==> src/design/asr_defines.svh <==
/*
 Timing constants for the static memory host controller.
 Assumes a 250 MHz core clock and is included by bare name.
*/
`ifndef ASR_DEFINES_SVH
`define ASR_DEFINES_SVH
`define ASR_CLK_PS 4000
`define ASR_T_SETUP_PS 4000
`define ASR_T_PULSE_PS 25000
`define ASR_T_ACCESS_PS 25000
`define ASR_T_RECOV_PS 10000
`define ASR_SETUP_CYC ((`ASR_T_SETUP_PS + `ASR_CLK_PS - 1) / `ASR_CLK_PS)
`define ASR_PULSE_CYC ((`ASR_T_PULSE_PS + `ASR_CLK_PS - 1) / `ASR_CLK_PS)
`define ASR_ACCESS_CYC ((`ASR_T_ACCESS_PS + `ASR_CLK_PS - 1) / `ASR_CLK_PS)
`define ASR_RECOV_CYC ((`ASR_T_RECOV_PS + `ASR_CLK_PS - 1) / `ASR_CLK_PS)
`define ASR_SYNC_CYC 2
`define ASR_ADDR_W 15
`define ASR_DATA_W 8
`define ASR_CNT_W 4
`define ASR_CNT_ZERO 4'h0
`define ASR_ADDR_ZERO 15'h0000
`define ASR_DATA_ZERO 8'h00
`endif

==> src/design/asr_pkg.sv <==
/*
 Types for the static memory host controller.
 Assumes asr_defines.svh is on the include path.
*/
`include "asr_defines.svh"
package asr_pkg;
   typedef enum logic [4:0]
   {
      ST_IDLE = 5'h01,
      ST_SETUP = 5'h02,
      ST_PULSE = 5'h04,
      ST_READ = 5'h08,
      ST_RECOV = 5'h10
   } asr_state_t;

   typedef struct packed
   {
      logic req;
      logic write;
      logic [`ASR_ADDR_W-1:0] addr;
      logic [`ASR_DATA_W-1:0] wdata;
   } asr_req_t;

   typedef struct packed
   {
      asr_state_t state;
      logic [`ASR_CNT_W-1:0] cnt;
      logic write;
      logic [`ASR_ADDR_W-1:0] addr;
      logic [`ASR_DATA_W-1:0] wdata;
      logic [`ASR_DATA_W-1:0] rdata;
      logic [`ASR_DATA_W-1:0] din_s1;
      logic [`ASR_DATA_W-1:0] din_s2;
      logic chip_select_n;
      logic output_drive_n;
      logic write_strobe_n;
      logic data_oe;
      logic ready;
      logic done;
   } asr_st_t;
endpackage

==> src/design/asr_host.sv <==
/*
 Host controller that drives a 32K x 8 asynchronous static memory by its pins.
 Assumes one clean request per ready cycle and that the memory meets access time.
*/
`include "asr_defines.svh"
module asr_host
   import asr_pkg::*;
(
   input wire logic core_clk_i,
   input wire logic reset_i,
   input wire logic clk_en_i,
   input wire asr_req_t req_i,
   output logic ready_o,
   output logic done_o,
   output logic [`ASR_DATA_W-1:0] rdata_o,
   output logic [`ASR_ADDR_W-1:0] addr_in_o,
   output logic chip_select_n_o,
   output logic output_drive_n_o,
   output logic write_strobe_n_o,
   input wire logic [`ASR_DATA_W-1:0] data_io_i,
   output logic [`ASR_DATA_W-1:0] data_io_o,
   output logic data_io_oe_o
);
   asr_st_t st_reg;
   asr_st_t st_next;

   always_comb
   begin
      st_next = st_reg;
      st_next.done = 1'b0;
      // Pin data passes two flops before the capture reads it.
      st_next.din_s1 = data_io_i;
      st_next.din_s2 = st_reg.din_s1;
      case (st_reg.state)
         ST_IDLE:
         begin
            if (req_i.req)
            begin
               st_next.write = req_i.write;
               st_next.addr = req_i.addr;
               st_next.wdata = req_i.wdata;
               st_next.ready = 1'b0;
               st_next.state = ST_SETUP;
               st_next.cnt = `ASR_CNT_W'(`ASR_SETUP_CYC);
               // Write data goes onto the bus a cycle before select and strobe fall.
               st_next.data_oe = req_i.write;
            end
         end
         ST_SETUP:
         begin
            if (st_reg.cnt > `ASR_CNT_W'(1))
            begin
               st_next.cnt = st_reg.cnt - `ASR_CNT_W'(1);
            end
            else
            begin
               st_next.chip_select_n = 1'b0;
               if (st_reg.write)
               begin
                  st_next.write_strobe_n = 1'b0;
                  st_next.state = ST_PULSE;
                  st_next.cnt = `ASR_CNT_W'(`ASR_PULSE_CYC);
               end
               else
               begin
                  st_next.output_drive_n = 1'b0;
                  st_next.state = ST_READ;
                  st_next.cnt = `ASR_CNT_W'(`ASR_ACCESS_CYC + `ASR_SYNC_CYC);
               end
            end
         end
         ST_PULSE:
         begin
            if (st_reg.cnt > `ASR_CNT_W'(1))
            begin
               st_next.cnt = st_reg.cnt - `ASR_CNT_W'(1);
            end
            else
            begin
               st_next.write_strobe_n = 1'b1;
               st_next.state = ST_RECOV;
               st_next.cnt = `ASR_CNT_W'(`ASR_RECOV_CYC);
            end
         end
         ST_READ:
         begin
            if (st_reg.cnt > `ASR_CNT_W'(1))
            begin
               st_next.cnt = st_reg.cnt - `ASR_CNT_W'(1);
            end
            else
            begin
               // The synchroniser lags the pins by two edges, so this byte was sampled
               // after select and output enable had been low for the whole access time.
               st_next.rdata = st_reg.din_s2;
               st_next.output_drive_n = 1'b1;
               st_next.chip_select_n = 1'b1;
               st_next.state = ST_RECOV;
               st_next.cnt = `ASR_CNT_W'(`ASR_RECOV_CYC);
            end
         end
         ST_RECOV:
         begin
            // Select rises one cycle after the strobe; data stays until recovery ends.
            st_next.chip_select_n = 1'b1;
            if (st_reg.cnt > `ASR_CNT_W'(1))
            begin
               st_next.cnt = st_reg.cnt - `ASR_CNT_W'(1);
            end
            else
            begin
               st_next.data_oe = 1'b0;
               st_next.ready = 1'b1;
               st_next.done = 1'b1;
               st_next.state = ST_IDLE;
            end
         end
         default:
         begin
            st_next.state = ST_IDLE;
         end
      endcase
      // A low enable holds every field, so a stalled access only grows longer.
      if (!clk_en_i)
      begin
         st_next = st_reg;
      end
      // Reset parks the pins in standby with the data bus released.
      if (reset_i)
      begin
         st_next = '0;
         st_next.state = ST_IDLE;
         st_next.chip_select_n = 1'b1;
         st_next.output_drive_n = 1'b1;
         st_next.write_strobe_n = 1'b1;
         st_next.ready = 1'b1;
      end
   end

   always_ff @(posedge core_clk_i)
   begin
      st_reg <= st_next;
   end

   assign ready_o = st_reg.ready;
   assign done_o = st_reg.done;
   assign rdata_o = st_reg.rdata;
   assign addr_in_o = st_reg.addr;
   assign chip_select_n_o = st_reg.chip_select_n;
   assign output_drive_n_o = st_reg.output_drive_n;
   assign write_strobe_n_o = st_reg.write_strobe_n;
   assign data_io_o = st_reg.wdata;
   assign data_io_oe_o = st_reg.data_oe;

   // The checks below watch the pin sequence that the host promises the memory.
   a_read_no_strobe: assert property (@(posedge core_clk_i) disable iff (reset_i)
      !output_drive_n_o |-> write_strobe_n_o)
      else $error("strobe low while output enabled");
   a_write_oe_high: assert property (@(posedge core_clk_i) disable iff (reset_i)
      !write_strobe_n_o |-> output_drive_n_o && data_io_oe_o)
      else $error("write without drive or with output enable");
   a_no_contend: assert property (@(posedge core_clk_i) disable iff (reset_i)
      !output_drive_n_o |-> !data_io_oe_o)
      else $error("bus contention");
   a_strobe_in_sel: assert property (@(posedge core_clk_i) disable iff (reset_i)
      !write_strobe_n_o |-> !chip_select_n_o)
      else $error("strobe outside select");
   a_oe_in_sel: assert property (@(posedge core_clk_i) disable iff (reset_i)
      !output_drive_n_o |-> !chip_select_n_o)
      else $error("output enable outside select");
   a_pulse_len: assert property (@(posedge core_clk_i)
      disable iff (reset_i || !clk_en_i) $fell(write_strobe_n_o) |-> !write_strobe_n_o [*7])
      else $error("strobe pulse short");
   a_strobe_ends: assert property (@(posedge core_clk_i) disable iff (reset_i)
      $rose(write_strobe_n_o) |-> !chip_select_n_o)
      else $error("select rose before the strobe");
   a_read_window: assert property (@(posedge core_clk_i)
      disable iff (reset_i || !clk_en_i) $fell(output_drive_n_o) |-> !output_drive_n_o [*8])
      else $error("read window short");
   a_addr_stable: assert property (@(posedge core_clk_i) disable iff (reset_i)
      !chip_select_n_o && !$past(chip_select_n_o) |-> $stable(addr_in_o))
      else $error("address moved during select");
   a_data_hold: assert property (@(posedge core_clk_i)
      disable iff (reset_i || !clk_en_i)
      $rose(write_strobe_n_o) |-> data_io_oe_o && $stable(data_io_o))
      else $error("data not held at write end");
   a_drive_release: assert property (@(posedge core_clk_i) disable iff (reset_i)
      $fell(data_io_oe_o) |-> chip_select_n_o && write_strobe_n_o)
      else $error("bus released inside the access");
   a_setup_first: assert property (@(posedge core_clk_i) disable iff (reset_i)
      $fell(chip_select_n_o) |-> $stable(addr_in_o)
         && (write_strobe_n_o || ($past(data_io_oe_o) && $stable(data_io_o))))
      else $error("inputs not set up before select");
   a_sel_release: assert property (@(posedge core_clk_i) disable iff (reset_i)
      $rose(chip_select_n_o) |-> output_drive_n_o && write_strobe_n_o)
      else $error("strobe active at deselect");
   a_idle_quiet: assert property (@(posedge core_clk_i) disable iff (reset_i)
      ready_o |-> chip_select_n_o && output_drive_n_o && write_strobe_n_o)
      else $error("idle bus not quiet");

   // Covers mark the main access kinds, a stall and a release of reset.
   c_write: cover property (@(posedge core_clk_i) $rose(write_strobe_n_o));
   c_read: cover property (@(posedge core_clk_i) $rose(output_drive_n_o));
   c_done: cover property (@(posedge core_clk_i) done_o);
   c_stall: cover property (@(posedge core_clk_i) !clk_en_i && !chip_select_n_o);
   c_reset: cover property (@(posedge core_clk_i) $fell(reset_i));
endmodule // asr_host

==> config.mk <==
export PLATFORM = sky130hd
export DESIGN_NAME = asr_host
export DESIGN_NICKNAME = d
export VERILOG_FILES = /design/src/design/asr_pkg.sv /design/src/design/asr_host.sv
export VERILOG_INCLUDE_DIRS = /design/src /design/src/design
export SDC_FILE = /design/constraint.sdc
export NUM_CORES = 1
export LEC_CHECK = 0
export BUFFER_PORTS_ARGS = -buffer_cell sky130_fd_sc_hd__buf_2
export CAP_MARGIN = 20
export CORE_MARGIN = 1.5
export CORE_UTILIZATION = 37
export CTS_BUF_LIST = sky130_fd_sc_hd__clkbuf_2
export DETAILED_ROUTE_END_ITERATION = 10
export PLACE_DENSITY = 0.65
export SETUP_SLACK_MARGIN = 0.05
export SYNTH_ARGS = -nofsm -noshare
export SYNTH_HDL_FRONTEND = slang
export SYNTH_SLANG_ARGS = --single-unit
==> constraint.sdc <==
create_clock -name core_clk_i -period 1.8 [get_ports core_clk_i]
set_input_delay 0.09 -clock core_clk_i [delete_from_list [all_inputs] [get_ports core_clk_i]]
set_output_delay 0.09 -clock core_clk_i [all_outputs]
set_load 0.02 [all_outputs]
# Word level (Yosys, flattened, before mapping)
# Index checks and enable logic that the tools add are counted.
[word_totals] ff_bits=63 input_bits=36
[op_classes] add_sub_neg=1 order_cmp=1 n_eq_ne=14 mux=22 n_bitwise=1 n_reduce_logical=14
[ops] cell="$mux W33" count=1
[ops] cell="$pmux W5 S4" count=1
[ops] cell="$ne A2 B2 Y1 const B" count=9
[ops] cell="$pmux W4 S4" count=1
[ops] cell="$mux W5" count=3
[ops] cell="$reduce_and A5 Y1" count=3
[ops] cell="$mux W4" count=3
[ops] cell="$reduce_and A4 Y1" count=3
[ops] cell="$mux W8" count=1
[ops] cell="$mux W3" count=2
[ops] cell="$reduce_and A3 Y1" count=2
[ops] cell="$reduce_bool A2 Y1" count=3
[ops] cell="$eq A5 B1 Y1 const B" count=1
[ops] cell="$eq A5 B2 Y1 const B" count=1
[ops] cell="$eq A5 B3 Y1 const B" count=1
[ops] cell="$eq A5 B4 Y1 const B" count=1
[ops] cell="$eq A5 B5 Y1 const B" count=1
[ops] cell="$gt A4 B1 Y1 const B" count=1
[ops] cell="$mux W1" count=4
[ops] cell="$mux W2" count=2
[ops] cell="$pmux W1 S2" count=2
[ops] cell="$pmux W2 S2" count=1
[ops] cell="$reduce_bool A4 Y1" count=1
[ops] cell="$sub A4 B1 Y4 const B" count=1
[ops] cell="4 further kinds" count=4

# Logic depth before layout (Yosys ltp)
[logic_depth] ltp_word=4 mapped_depth=8 depth_no_buf=7

# Worst setup path before layout
# Ideal clock, no wire load.
[synth_timing] path_kind="register to register" start="register st_reg[62] (netlist bit)" end="register st_reg[55] (netlist bit)" setup_ns=0.122 arrival_ns=1.847 required_time_ns=1.678 slack_ns=-0.169 path_stages_with_launch=7 path_buffers=2 cell_sequence="dfxtp_1 buf_2 or4_1 clkbuf_2 and3_4 or2_4 o311a_1"
[synth_via] elab_chain_cells=4
[synth_rtl] element="start: declaration" line="asr_host.sv:24" rtl="asr_st_t st_reg;"
[synth_rtl] element="start signal: assignment" line="asr_host.sv:142" rtl="st_reg <= st_next;"
[synth_rtl] element="$eq A5 B4 Y1 or $eq A5 B3 Y1 (tied branches)" line="asr_host.sv:34" rtl="case (st_reg.state)"
[synth_rtl] element="$reduce_or A2 Y1 (no line)"
[synth_rtl] element="$reduce_bool A4 Y1 (no line)"
[synth_rtl] element="$reduce_and A4 Y1 (no line)"
# Parallel ways exist; a longest one is shown, timed or not.
# A chain may end at the register's enable or synchronous reset.

# Worst setup path in the final report
[layout_timing] start="register st_reg[61] (netlist bit)" end="register st_reg[54] (netlist bit)"
# Same word-level chain as after synthesis.

==> results by group <==
Min path
  – Class of the tightest hold or removal check: primary input to flip-flop

STA
  – Max Clock Skew: 0.0234 ns
  – Smallest setup slack after layout: -0.158 ns
  – Achievable frequency: about 510 MHz
  – Normalized max-slew margin: 62.3%
  – Worst-margin pin slew: approximately 0.57 ns
  – Tcrit/Tclk final: 109%
  – Max Transition Viols Final: 0
  – Final setup violation count: 6
  – Shortest period the worst path allows: between 1.5 and 2 ns
  – Unrepaired setup endpoints after global routing: true
  – Final Hold Viols: 0

Drt
  – Final routed DRC violation total: 0
  – WL/cell: about 15 um
  – Detailed-route wire length: 8080 um
  – Antenna viol nets, final: 0
  – Vias per cell: 4.95
  – Iteration-0 DRC count of the detailed router: 129
  – Initial DRT Pass Iterations: 4
  – Vias: 2721

Synth
  – Average footprint of a synthesized cell: between 8 and 9 um^2
  – Area of the mapped netlist: between 0.002 and 0.003 mm^2
  – Number of unique standard cell types used by synthesis: 43
  – Post-Synthesis Net Count: 371
  – Number of enable flip-flop cells after synthesis: 0
  – Proportion of synthesized chip area in sequential cells: between 40 and 50%
  – Predominant post-synthesis flop cell: dfxtp_1
  – Synthesized flop and latch total: 63
  – Number of warning messages in the yosys log: 0
  – Share of synthesized registers carrying an async set or reset: 0%
  – Synthesized netlist cell count: about 330

CTS
  – H-tree depth: 3
  – CTS tree: built
  – Insertion delay of the later-clocked pin in the worst-skew pair: ~0.53 ns
  – CTS Buffer Depth: 2
  – Count of clock tree sinks: between 60 and 70
  – CTS buffer count: 9
  – CTS clk-pin slew, worst paths: 0.19 ns
  – Root Buffer Master: clkbuf_2

Floorplan
  – Std-Cell Core Area: ~0.0073 mm^2
  – # IOs: 73
  – Initial standard-cell utilization of the core: 38.6%
  – Die width: ~90 um
  – Die height: ~90 um
  – Die footprint: roughly 0.008 mm^2
  – Row count: 31

Setup path
  – Buffering stage count on the worst path with inverters included: 2
  – Critical-path cell list: buf_6, xnor2_1, or4_4, and3_4, buf_4, nor4_1, a311oi_1
  – Cell with the largest stage delay on the worst path: or4_4
  – Largest fanout of any net on the critical path: 4
  – Endpoint type of the worst setup path: flip-flop
  – WP data arrival: about 2.4 ns
  – CP max stage delay: between 0.4 and 0.5 ns
  – Kind of start point of the critical path: flip-flop
  – Data required time at the worst endpoint: between 2 and 2.5 ns
  – Start-to-end type of the worst setup path: flip-flop to flip-flop
  – Top cell family by delay on the critical path: simple AND/OR/NAND/NOR gates

Global route
  – Vias in the first global route: between 2000 and 3000
  – Overall routing resource usage: between 10% and 20%
  – First-pass GRT wire length: roughly 12000 um
  – Number of antenna violations at the first check in global routing: 0
  – Total congestion overflow: 0
  – Maximum number of pins on one net before global-route repair: 28

Flow run
  – Max-cap check violation count: 0

Placed design
  – Placed cell count: approximately 480
  – HPWL Detailed: 4480 um
  – Number of I/O port buffers: between 70 and 80
  – GPL Wtd Cong: 0.821

Power
  – NetSw: 911 uW
  – Pleak: roughly 0.0018 uW
  – Clock share of power: between 20% and 30%
  – Cell internal power dissipation: about 1900 uW
  – Seq pwr share: between 50% and 60%
  – Fraction of power spent switching nets: 32.2%
  – Power Dens Cells: ~670 mW/mm^2
  – Final total power: roughly 2800 uW
  – Comb pwr share: approximately a fifth
  – Worst supply voltage drop on vdd: between 0.4 and 0.5 mV

Cells and area
  – Register Area: 0.00128 mm^2
  – Share of cells above drive strength 1: 45.2%
  – Post-layout net count: roughly 480
  – Number of diodes added for antenna fixing: 0
  – Fin cells: 550
  – Multi-input gate area in the final layout: 0.00151 mm^2
  – Flip-flop count of the largest register, all copies and words added: 26
  – Area added between synthesis and finish: 48.9%
  – Fill count: about 590

Status
  – Failing checks: negative setup slack
  – Outcome: complete, but fails checks
[area by class of cell]
type                            instances  area share (%)
Timing Repair Buffer                  155            28.3
Sequential cell                        63            30.4
Clock buffer                            9            1.07
Inverter                                3           0.327
Multi-Input combinational cell        214            35.9
Clock inverter                          7            1.16
Tap cell                               99            2.94
[power groups by stage]
stage	clock (uW)	sequential (uW)	combinational (uW)
4_1_cts	774	1490	483
3_5_place_dp	0	1510	393
5_1_grt	827	1490	633
6_report	750	1490	590
3_3_place_gp	0	1510	388
2_1_floorplan	0	1510	278
[placed cells by master (no fill, tap or decap), drive strengths merged, types with 3 or more instances in the layout]
master       instances
mux2i               25
dfxtp               63
clkbuf              12
nand3                4
nor3                 6
buf                115
clkinvlp             4
nand2               57
dlygate4sd3         37
xnor2                3
or3                  3
nand2b               3
a21oi               36
inv                  4
and3                 3
nor4                 4
nor2                32
o21ai               11
[worst register-to-register path, cell delays in order, from the launching register on]
cell	delay [ns]
dfxtp_2	0.38
buf_6	0.12
xnor2_1	0.11
or4_4	0.46
and3_4	0.21
buf_4	0.15
nor4_1	0.34
a311oi_1	0.10
[path summary, 6_finish.rpt]
| kind | depth (start not counted) | end | start | slack [ns] |
|---|---|---|---|---|
| worst max-delay path | 7 | st_reg[54] | st_reg[61] | -0.16 |
| worst min-delay path | 5 | data_io_oe_o | req_i[24] | 0.16 |
| worst max register to register | 7 | st_reg[54] | st_reg[61] | -0.16 |
| worst min register to register | 2 | addr_in_o[12] | addr_in_o[12] | 0.47 |
[cell families after synthesis]
group | count (synthesis) | synth area share [%]
muxes | 26 | 9.24
DFF | 63 | 44.6
xor gates and xnor gates | 5 | 1.55
AOI/OAI and AO/OA | 59 | 12.0
and+or+nand+nor | 122 | 19.5
buffers and inverters | 56 | 12.3
adders and majority gates | 2 | 0.884
[routing by layer]
layer  global-route usage [%]  vias up  part of all wire [%]
met2                     28.1       93                    50
met5                        0        -                     0
met3                     4.88       15                   5.2
li1                         -     1320                     -
met4                     7.41        0                   1.6
met1                     22.6     1293                    43
[cell usage after synthesis (2+ instances only)]
cell / number / area, um^2
buf_1: 4 / 15.0
nand4_1: 2 / 12.5
dfxtp_1: 63 / 1260
a21oi_1: 36 / 180
and2_1: 2 / 12.5
a221oi_1: 2 / 17.5
nand3_1: 4 / 20.0
ha_1: 2 / 25.0
nor2_1: 32 / 120
xor2_1: 2 / 17.5
clkbuf_1: 12 / 45.0
xnor2_1: 3 / 26.3
or2_4: 2 / 17.5
and3_1: 2 / 12.5
buf_6: 2 / 22.5
nand2b_1: 3 / 18.8
nand2_1: 57 / 214
nor4_1: 4 / 25.0
o21ai_0: 9 / 45.0
or3_1: 2 / 12.5
a31oi_1: 2 / 12.5
buf_4: 31 / 233
inv_1: 3 / 11.3
o22ai_1: 2 / 12.5
mux2i_1: 25 / 250
nor3_1: 6 / 30.0
buf_2: 3 / 15.0
[what timing repair did]
action                                  in CTS  in global routing
endpoints found under the setup margin      41                 44
gates resized for setup                     22                 71
pin swaps                                    8                 38
hold buffers                                37                  0
hold endpoints to repair                    44                  0
setup buffers                                5                  7
gates cloned                                 0                  4
[per-stage QoR]
step / setup TNS (ns) / setup WS, ns / utilization [%] / hold slack, ns / instance area, um^2
3_5_place_dp: -0.197 / -0.0757 / 44.3 / 0.332 / 3250
5_1_grt: -0.792 / -0.191 / 57.5 / 0.136 / 4210
3_3_place_gp: -0.00195 / -0.00195 / 44.3 / 0.327 / 3250
4_1_cts: -0.110 / -0.0426 / 52.1 / 0.129 / 3820
2_1_floorplan: -0.176 / -0.0870 / - / 0.226 / 2850
6_report: -0.342 / -0.158 / 57.5 / 0.157 / 4210
Note: power is estimated with default switching activity, not from simulation.
